==> src/oei_consts.svh <==
/*
  Constants of the OTG event and interrupt logic: register addresses, bit positions,
  reset values and widths.
  Assumes inclusion by its bare name from the package, the checker and the bench.
*/
`ifndef OEI_CONSTS_SVH
`define OEI_CONSTS_SVH

// ----------------------------------------------------------------------------
// Register addresses
// ----------------------------------------------------------------------------
`define OEI_ADDR_W 6
`define OEI_RISE_WR 6'h0d
`define OEI_RISE_SET 6'h0e
`define OEI_RISE_CLR 6'h0f
`define OEI_FALL_WR 6'h10
`define OEI_FALL_SET 6'h11
`define OEI_FALL_CLR 6'h12
`define OEI_STATUS 6'h13
`define OEI_LATCH 6'h14

// ----------------------------------------------------------------------------
// Field positions and reset values
// ----------------------------------------------------------------------------
`define OEI_NSRC 5
`define OEI_BIT_ID_GROUND 4
`define OEI_BIT_SESSION_END 3
`define OEI_BIT_SESSION_VALID 2
`define OEI_BIT_VBUS_VALID 1
`define OEI_BIT_HOST_DISCONNECT 0
`define OEI_EN_RESET 5'h1f
`define OEI_LATCH_RESET 5'h00

`endif

==> src/oei_pkg.sv <==
/*
  Types of the OTG event and interrupt logic.
  Assumes oei_consts.svh is on the include path.
*/
package oei_pkg;
  `include "oei_consts.svh"

  // --------------------------------------------------------------------------
  // Types
  // --------------------------------------------------------------------------
  typedef struct packed {
    logic id_ground_detect;
    logic session_end_cmp;
    logic session_valid_cmp;
    logic vbus_valid_cmp;
    logic host_disconnect_detect;
  } oei_src_t;

  typedef struct packed {
    logic rd;
    logic wr;
    logic [`OEI_ADDR_W-1:0] addr;
    logic [7:0] wdata;
  } oei_req_t;

  typedef enum logic [1:0] {OEI_OP_WRITE, OEI_OP_SET, OEI_OP_CLEAR} oei_op_t;
endpackage

==> src/oei_edge_enable.sv <==
/*
  One edge enable register with write, set and clear addresses.
  Assumes requests on the same clock as the register; reset is synchronous.
*/
module oei_edge_enable
  import oei_pkg::*;
#(
  parameter logic [`OEI_ADDR_W-1:0] WR_ADDR = `OEI_RISE_WR
) (
  input wire logic clk_i,
  input wire logic rst_n_i,
  input wire oei_req_t req_i,
  output logic [`OEI_NSRC-1:0] en_o
);
  wire logic hit_wr;
  wire logic hit_set;
  wire logic hit_clr;
  wire logic [`OEI_NSRC-1:0] wbits;
  logic [`OEI_NSRC-1:0] next_en;

  assign wbits = req_i.wdata[`OEI_NSRC-1:0];
  assign hit_wr = req_i.wr && (req_i.addr == WR_ADDR);
  assign hit_set = req_i.wr && (req_i.addr == WR_ADDR + 6'h01);
  assign hit_clr = req_i.wr && (req_i.addr == WR_ADDR + 6'h02);

  // Reserved bits 7..5 are not stored, so they always read as zero.
  assign next_en = hit_wr ? wbits :
                   hit_set ? (en_o | wbits) :
                   hit_clr ? (en_o & ~wbits) : en_o;

  always_ff @(posedge clk_i) begin
    if (!rst_n_i) begin
      en_o <= `OEI_EN_RESET;
    end else begin
      en_o <= next_en;
    end
  end
endmodule // oei_edge_enable

==> src/oei_event_logic.sv <==
/*
  Event and interrupt logic of a ULPI OTG transceiver: edge enables, live source
  status, sticky latch and the event pulse that asks the receive side for an RXCMD.
  Assumes all logic runs on the ULPI clock; the five source levels come from analog
  detectors and are synchronised here. Register requests come from the ULPI register
  engine as one-cycle strobes on the same clock.
*/
module oei_event_logic
  import oei_pkg::*;
(
  input wire logic clk_i,
  input wire logic rst_n_i,
  input wire oei_src_t src_i,
  input wire oei_req_t req_i,
  input wire logic low_power_i,
  input wire logic serial_mode_i,
  output logic [7:0] rdata_o,
  output logic rvalid_o,
  output oei_src_t rxcmd_level_o,
  output logic rxcmd_req_o,
  output logic [`OEI_NSRC-1:0] event_o
);
  // --------------------------------------------------------------------------
  // Source synchronisers
  // --------------------------------------------------------------------------
  logic [`OEI_NSRC-1:0] src_meta;
  logic [`OEI_NSRC-1:0] src_sync;
  logic [`OEI_NSRC-1:0] src_prev;

  always_ff @(posedge clk_i) begin
    if (!rst_n_i) begin
      src_meta <= '0;
      src_sync <= '0;
      src_prev <= '0;
    end else begin
      src_meta <= src_i;
      src_sync <= src_meta;
      src_prev <= src_sync;
    end
  end

  // --------------------------------------------------------------------------
  // Edge enable registers
  // --------------------------------------------------------------------------
  wire logic [`OEI_NSRC-1:0] rise_en;
  wire logic [`OEI_NSRC-1:0] fall_en;

  oei_edge_enable #(.WR_ADDR(`OEI_RISE_WR)) u_rise (
    .clk_i(clk_i),
    .rst_n_i(rst_n_i),
    .req_i(req_i),
    .en_o(rise_en)
  );

  oei_edge_enable #(.WR_ADDR(`OEI_FALL_WR)) u_fall (
    .clk_i(clk_i),
    .rst_n_i(rst_n_i),
    .req_i(req_i),
    .en_o(fall_en)
  );

  // --------------------------------------------------------------------------
  // Edge detection
  // --------------------------------------------------------------------------
  wire logic [`OEI_NSRC-1:0] rose;
  wire logic [`OEI_NSRC-1:0] fell;
  wire logic [`OEI_NSRC-1:0] unmasked;
  wire logic any_event;

  assign rose = src_sync & ~src_prev;
  assign fell = ~src_sync & src_prev;
  assign unmasked = (rose & rise_en) | (fell & fall_en);
  assign any_event = |unmasked;

  // --------------------------------------------------------------------------
  // Register read decode
  // --------------------------------------------------------------------------
  function automatic logic [7:0] oei_pad(input logic [`OEI_NSRC-1:0] v);
    oei_pad = {3'h0, v};
  endfunction

  wire logic rd_rise;
  wire logic rd_fall;
  wire logic rd_status;
  wire logic rd_latch;
  wire logic [7:0] next_rdata;

  assign rd_rise = req_i.rd && (req_i.addr >= `OEI_RISE_WR) && (req_i.addr <= `OEI_RISE_CLR);
  assign rd_fall = req_i.rd && (req_i.addr >= `OEI_FALL_WR) && (req_i.addr <= `OEI_FALL_CLR);
  assign rd_status = req_i.rd && (req_i.addr == `OEI_STATUS);
  assign rd_latch = req_i.rd && (req_i.addr == `OEI_LATCH);

  // --------------------------------------------------------------------------
  // Sticky latch
  // --------------------------------------------------------------------------
  logic [`OEI_NSRC-1:0] latch;
  wire logic clear_all;
  wire logic [`OEI_NSRC-1:0] next_latch;

  // The read returns the old value; an event in the read cycle survives it.
  assign clear_all = rd_latch || low_power_i || serial_mode_i;
  assign next_latch = (clear_all ? '0 : latch) | unmasked;

  always_ff @(posedge clk_i) begin
    if (!rst_n_i) begin
      latch <= `OEI_LATCH_RESET;
    end else begin
      latch <= next_latch;
    end
  end

  // Unmapped reads return zero, matching the reserved-space behaviour.
  assign next_rdata = rd_rise ? oei_pad(rise_en) :
                      rd_fall ? oei_pad(fall_en) :
                      rd_status ? oei_pad(src_sync) :
                      rd_latch ? oei_pad(latch) : 8'h00;

  // --------------------------------------------------------------------------
  // Outputs
  // --------------------------------------------------------------------------
  always_ff @(posedge clk_i) begin
    if (!rst_n_i) begin
      rdata_o <= 8'h00;
      rvalid_o <= 1'b0;
      rxcmd_level_o <= '0;
      rxcmd_req_o <= 1'b0;
      event_o <= '0;
    end else begin
      rdata_o <= next_rdata;
      rvalid_o <= req_i.rd;
      rxcmd_level_o <= src_sync;
      rxcmd_req_o <= any_event;
      event_o <= unmasked;
    end
  end
endmodule // oei_event_logic

==> config.mk <==
export PLATFORM = sky130hd
export DESIGN_NAME = oei_event_logic
export DESIGN_NICKNAME = d
export VERILOG_FILES = /design/src/oei_pkg.sv /design/src/oei_edge_enable.sv /design/src/oei_event_logic.sv
export VERILOG_INCLUDE_DIRS = /design/src
export SDC_FILE = /design/constraint.sdc
export NUM_CORES = 1
export LEC_CHECK = 0
export BUFFER_PORTS_ARGS = -buffer_cell sky130_fd_sc_hd__buf_2
export CORE_AREA = 2 2 61 120
export DETAILED_ROUTE_END_ITERATION = 8
export DIE_AREA = 0 0 63 122
export RECOVER_POWER = 25
export SLEW_MARGIN = 20
export SYNTH_ARGS = -nofsm -noshare
export SYNTH_HDL_FRONTEND = slang
export SYNTH_SLANG_ARGS = --single-unit
==> constraint.sdc <==
create_clock -name clk_i -period 1.2 [get_ports clk_i]
set_input_delay 0.06 -clock clk_i [delete_from_list [all_inputs] [get_ports clk_i]]
set_output_delay 0.06 -clock clk_i [all_outputs]
set_load 0.02 [all_outputs]
==> results.py, run 1 <==
metrics = {
    "clocking": {
        "cts_tree": "yes",
        "clockBufferDepth": 2,
        "clk_latency_ns": 0.28,
        "cts_made_buffers": 5,
        "cts_root_buf": "clkbuf_16",
        "cts.sinks": 42,
        "clk_pin_slew_worst_paths_ns": 0.06,
        "cts_htree_levels": 2,
    },
    "floorplan": {
        "boundaryPins": 45,
        "fp-row-count": 43,
        "die-height_um": 122,
        "die_x_um": 63,
        "core_um2": 6833,
        "dieArea_um2": 7686,
        "start_util_pct": 24.02,
    },
    "layout": {
        "final_cells": 312,
        "final_util_pct": 31.99,
        "area_growth_syn_to_layout_pct": 33.16,
        "antenna_cells": 0,
        "drive_above_1_share_pct": 28.38,
        "final_nets": 246,
        "postLayoutCellArea_um2": 2186,
    },
    "routing": {
        "drc": 0,
        "antenna_left": 0,
        "drt-vias-per-instance": 4.436,
        "drt_wl_total_um": 3588,
        "first_iter_violations": 61,
        "wl_per_cell_um": 11.50,
        "drtPass1Iterations": 4,
        "via_count": 1384,
    },
    "sta": {
        "rsz0062_at_grt": "false",
        "fmax_ghz": 0.8753,
        "period_minus_slack_ns": 1.142,
        "hold_viol": 0,
        "maxSlewViolCount": 0,
        "finClkSkew_ns": 0.004373,
        "fin_crit_sh_pct": 95.20,
        "tns_ns": 0,
        "timing.hold.ws_ns": 0.04336,
        "setup_viol": 0,
    },
    "place": {
        "place_hpwl_um": 2772,
        "routabilityCongestion": 0.7552,
        "post_dp_cell_area_um2": 1978,
        "place_inst": 299,
        "io_buffers": 38,
    },
    "critical_path": {
        "r2r_cells": 3,
        "rr_endpoint": "rdata_o[4]",
        "r2r_setup_slack_ns": 0.06,
        "r2r-start": "src_sync[4]",
        "critical_path.max_fanout": 4,
        "end_kind": "flip-flop",
        "arrival_ns": 1.29,
        "required_ns": 1.35,
        "critPathKind": "flip-flop to flip-flop",
        "startpoint": "src_sync[4]",
        "cp-start-kind": "flip-flop",
        "crit_end": "rdata_o[4]",
    },
    "synthesis": {
        "yosysUniqueCellTypes": 28,
        "yosys_warnings": 0,
        "ys_seq_area_share_pct": 51.22,
        "synthCells": 167,
        "synth-edff-count": 0,
        "synth_top_cells_by_area": "dfxtp_1 51%, and2_1 8.0%, o21ai_0 4.3%, mux2_2 3.4%, nor2_1 3.2%",
        "syn_area_per_cell_um2": 9.830,
        "synth_seq_cells": 42,
        "synth_flop_cell": "dfxtp_1",
        "synth.cell_area_um2": 1642,
        "synth.top_cell.area_share_pct": 51.22,
        "synth_area_leader_cell": "dfxtp_1",
        "ys_async_sr_fraction_pct": 0,
    },
    "global_route": {
        "antenna_found_initial": 0,
        "busiest_layer": "met2",
        "grt.overflow.total": 0,
        "grt_pass1_vias": 1354,
        "use_met2_pct": 14.49,
        "met1_usage_pct": 13.38,
        "groute.usage.overall_pct": 10.24,
        "grt_max_degree": 16,
        "grt_pass1_wl_um": 6230,
        "met3_usage_pct": 3.416,
    },
    "pwr": {
        "p_switching_w": 0.0007000,
        "p_leak_nw": 0.9202,
        "internal-power_w": 0.002546,
        "power_frac_comb_pct": 8.4,
        "p_clk_share_pct": 46.5,
        "p_per_area_nw_per_um2": 1485,
        "swShare_pct": 21.56,
        "ir_drop_v": 0.001013,
        "pwr-share-seq_pct": 45.1,
    },
    "run_status": {
        "outcome": "finished, final reports clean",
    },
    "flow_run": {
        "cap_violations": 0,
    },
    "worst_hold_path": {
        "min_path_type": "input pin to flip-flop",
    },
}
## final cells by class
| cell class | instances | area (um^2) |
|---|---|---|
| Multi-Input combinational cell | 115 | 748.2 |
| Clock inverter | 2 | 37.54 |
| Clock buffer | 6 | 128.9 |
| Timing Repair Buffer | 52 | 299.0 |
| Fill cell | 724 | 4647 |
| Inverter | 5 | 18.77 |
| Tap cell | 90 | 112.6 |
| Sequential cell | 42 | 840.8 |
## cell usage after synthesis, drive strengths merged, types with 4 or more instances
cell type and number:
o21ai 15, inv 5, a31oi 5, nand3b 5, nand3 7, a221oi 4, dfxtp 42, a211oi 4
a221o 5, nor2 14, and2 21, buf 4, nand2 12, mux2 5
## worst min path at each step
stage               slack (ns)     start          end  cells after the start
global placement          0.27  src_i[2]  src_meta[2]                      2
CTS                       0.04  req_i[2]    flip-flop                      3
floorplan                 0.18  req_i[0]    flip-flop                      2
global route              0.06  req_i[2]    flip-flop                      3
detailed placement        0.27  src_i[0]  src_meta[0]                      2
finish                    0.04  req_i[2]    flip-flop                      3
## kinds of logic after synthesis
group	count (synthesis)	synth area share [%]
AOI/OAI and AO/OA	37	15.09
buffers and inverters	12	3.659
and+or+nand+nor	70	26.37
muxes	5	3.430
other	1	0.2284
DFF	42	51.22
## power groups by stage
stage | Clock [W] | Combinational [W] | Sequential, W
after floorplan | 0 | 0.000135 | 0.00151
after global placement | 0 | 0.000261 | 0.00149
after detailed placement | 0 | 0.000264 | 0.00149
after CTS | 0.00154 | 0.000278 | 0.00146
after global routing | 0.00161 | 0.000303 | 0.00147
final | 0.00151 | 0.000274 | 0.00146
## stage by stage
stage / worst slack, ns / total power, W
global placement: -0.04604 / 0.001753
detailed placement: -0.1115 / 0.001758
global route: 0.005464 / 0.003377
finish: 0.05755 / 0.003246
CTS: 0.05358 / 0.003280
floorplan: 0.1272 / 0.001649
## placed cells by master, fill, tap and decap left out, drive strengths merged
master and count:
a221oi 4, nand3 7, bufinv 1, clkinvlp 1, clkbuf 9, a31oi 5, and3 2, and2b 1
nand2 12, a221o 5, conb 3, nand4bb 1, inv 5, nor2 14, mux2 5, and2 21
and4bb 1, a211oi 4, dlygate4sd3 5, and3b 2, buf 44, o21ai 15, dfxtp 42, a21oi 3
nor3 1, nor3b 2, nand3b 5, o31ai 1, nor4b 1
## what timing repair did
item | 4_1_cts | 5_1_grt
hold endpoints to repair | 5 | 0
resized for setup | 0 | 1
setup endpoints to repair | 0 | 1
buffers inserted | 0 | 0
hold buffers | 5 | 0
## layer usage
layer,routed length [um],share of wire [%],up-vias
li1,-,-,694
met1,1746,49,632
met2,1562,44,52
met3,213,5.9,6
met4,65,1.8,0
met5,0,0,-
## worst max-delay path: stages, from the launching register on
cell      delay, ns
dfxtp_1        0.33
mux2_2         0.29
a221oi_1       0.31
a211oi_1       0.09
(Power assumes the default switching activity.)
==> inputs of run 2 (changes only) <==
ABC_AREA = 1   (was not set)
CORE_AREA = 2 2 64 126   (was 2 2 61 120)
DIE_AREA = 0 0 66 128   (was 0 0 63 122)
clock period = 1.5 ns   (was 1.2 ns; I/O delays follow)
==> run 2 against run 1 <==
Clock skew up 0.0014 ns; clock power is 28% lower; utilization down 1.5 points; count of clock-buffer cells in the layout down 1; critical path type unchanged; critical endpoint is now rxcmd_req_o; synthesized cell count increased by 53%; sequential power shrank 19%; flip-flop and latch count did not move; sequential share of layout area decreased by 1.9 points; critical path depth rose by 2; register-to-register slack better by 0.24 ns; die area grew 9.9%.
==> results.py, run 2 <==
metrics = {
    "run_status": {
        "outcome": "finished, final reports clean",
    },
    "critical_path": {
        "arrival_ns": 1.38,
        "r2r-start": "src_sync[2]",
        "r2r_cells": 5,
        "critPathKind": "flip-flop to flip-flop",
        "end_kind": "flip-flop",
        "critical_path.max_fanout": 4,
        "required_ns": 1.68,
        "rr_endpoint": "rxcmd_req_o",
        "r2r_setup_slack_ns": 0.29,
        "cp-start-kind": "flip-flop",
    },
    "routing": {
        "drt-vias-per-instance": 4.217,
        "via_count": 1670,
        "drtPass1Iterations": 4,
        "drc": 0,
        "wl_per_cell_um": 11.63,
        "antenna_left": 0,
        "drt_wl_total_um": 4605,
        "first_iter_violations": 57,
    },
    "floorplan": {
        "start_util_pct": 24.16,
        "boundaryPins": 45,
        "fp-row-count": 45,
        "core_um2": 7545,
        "die-height_um": 128,
        "dieArea_um2": 8448,
        "die_x_um": 66,
    },
    "synthesis": {
        "syn_area_per_cell_um2": 7.149,
        "synth_xor_xnor_area_share_pct": 0,
        "synth-simple-area-share_pct": 33.29,
        "synth.cell_area_um2": 1823,
        "synthCells": 255,
        "synth.mux.area_fraction_pct": 0,
        "synth-compound-area-share_pct": 7.069,
        "yosysUniqueCellTypes": 22,
        "synth_flop_cell": "dfxtp_1",
        "ys_async_sr_fraction_pct": 0,
        "synth_commonest_cells": "65 x nand2_1, 50 x inv_1, 42 x dfxtp_1, 34 x nand3_1, 11 x o21ai_0",
        "synth_top_cells_by_area": "dfxtp_1 46%, nand2_1 13%, inv_1 10%, nand3_1 9.3%, o21ai_0 3.0%",
        "synth_top_family_by_area": "simple AND/OR/NAND/NOR gates",
        "ys_seq_area_share_pct": 46.12,
        "synth.top_cell.area_share_pct": 46.12,
        "yosys_warnings": 0,
        "synth-adder-area-share_pct": 0,
        "synth-edff-count": 0,
        "synth_area_leader_cell": "dfxtp_1",
        "yosysMostFrequentCell": "nand2_1",
        "synth_seq_cells": 42,
    },
    "sta": {
        "maxSlewViolCount": 0,
        "tns_ns": 0,
        "hold_viol": 0,
        "period_minus_slack_ns": 1.207,
        "fin_crit_sh_pct": 80.48,
        "setup_viol": 0,
        "finClkSkew_ns": 0.005790,
        "rsz0062_at_grt": "false",
        "fmax_ghz": 0.8284,
    },
    "place": {
        "place_hpwl_um": 3712,
        "io_buffers": 38,
        "routabilityCongestion": 0.8329,
    },
    "layout": {
        "antenna_cells": 0,
        "layout_commonest_cell": "nand2_1",
        "final_util_pct": 30.51,
        "area_growth_syn_to_layout_pct": 26.29,
        "final_nets": 326,
        "final_cell_mix": "65 x nand2_1, 50 x inv_1, 42 x dfxtp_1, 37 x buf_2, 34 x nand3_1",
        "drive_above_1_share_pct": 20.20,
    },
    "global_route": {
        "grt_pass1_vias": 1675,
        "grt_max_degree": 23,
        "antenna_found_initial": 0,
        "grt_pass1_wl_um": 7672,
        "grt.overflow.total": 0,
        "groute.usage.overall_pct": 12.15,
    },
    "clocking": {
        "cts.sinks": 42,
        "post-cts-setup-buffers": 0,
        "clk_pin_slew_worst_paths_ns": 0.06,
        "cts_root_buf": "clkbuf_16",
        "cts_tree": "yes",
        "clockBufferDepth": 2,
        "cts_htree_levels": 2,
        "clk_latency_ns": 0.29,
        "cts_made_buffers": 5,
    },
    "worst_hold_path": {
        "hold_path_end": "rvalid_o",
        "holdPathStages": 3,
        "min_path_type": "input pin to flip-flop",
        "min_from": "req_i[15]",
    },
    "pwr": {
        "ir_drop_v": 0.0004751,
        "p_per_area_nw_per_um2": 1094,
        "p_leak_nw": 1.258,
    },
    "flow_run": {
        "cap_violations": 0,
    },
}
[run 2: where the power goes]
group / switching [W] / internal, W / total, W
clock: 0.000467 / 0.000625 / 0.00109
combinational: 0.000166 / 0.0000851 / 0.000251
sequential: 0.0000209 / 0.00116 / 0.00118
[run 2: cells by family (layout without fill, tap and decap cells)]
kind of cell	after synthesis	after routing
AOI/OAI and AO/OA	24	24
buffers and inverters	61	106
DFF	42	42
other	1	3
and+or+nand+nor	127	127
[run 2: timing repair]
| item | 4_1_cts | 5_1_grt |
|---|---|---|
| endpoints found under the hold margin | 5 | 0 |
| resized for setup | 0 | 0 |
| hold buffers | 5 | 0 |
[run 2: area by class of cell]
class                   instances  area [um^2]
flip-flops and latches         42        840.8
fillers                       861         5243
clock inverters                 3        25.02
inverters                      54        202.7
clock buffers                   5        125.1
repair buffers                 44        244.0
multi-input cells             154        747.0
well taps                      94        117.6
[run 2: per-layer routing]
| layer | global-route usage (%) | share of wire [%] | up-vias |
|---|---|---|---|
| met5 | 0 | 0 | - |
| met1 | 9.667 | 31 | 733 |
| met3 | 1.844 | 3.8 | 15 |
| met4 | 9.604 | 5.3 | 0 |
| li1 | - | - | 876 |
| met2 | 24.18 | 60 | 46 |
[run 2: worst max path at each step]
stage               slack [ns]        start     endpoint
floorplan                 0.47  src_prev[2]  rxcmd_req_o
global placement          0.33    req_i[13]   rdata_o[3]
detailed placement        0.32    req_i[13]   rdata_o[4]
CTS                       0.32  src_sync[2]  rxcmd_req_o
global route              0.20  src_sync[2]  rxcmd_req_o
finish                    0.29  src_sync[2]  rxcmd_req_o
[run 2: critical path, cell delays in order, from the launching register on]
cell	delay (ns)
dfxtp_1	0.42
inv_1	0.06
a31oi_1	0.29
nand4_1	0.18
nand2_1	0.09
nand2_1	0.06
[run 2: per-stage QoR]
| step | total power (W) | setup WS (ns) | hold WS, ns | cells | instance area [um^2] |
|---|---|---|---|---|---|
| 4_1_cts | 0.002568 | 0.3163 | 0.04037 | 396 | 2306 |
| 5_1_grt | 0.002645 | 0.2035 | 0.07107 | 396 | 2302 |
| 2_1_floorplan | 0.001354 | 0.4741 | 0.1685 | 257 | 1831 |
| 3_3_place_gp | 0.001441 | 0.3320 | 0.2565 | 383 | 2106 |
| 3_5_place_dp | 0.001447 | 0.3196 | 0.2643 | 383 | 2106 |
| 6_report | 0.002520 | 0.2929 | 0.04071 | 396 | 2302 |
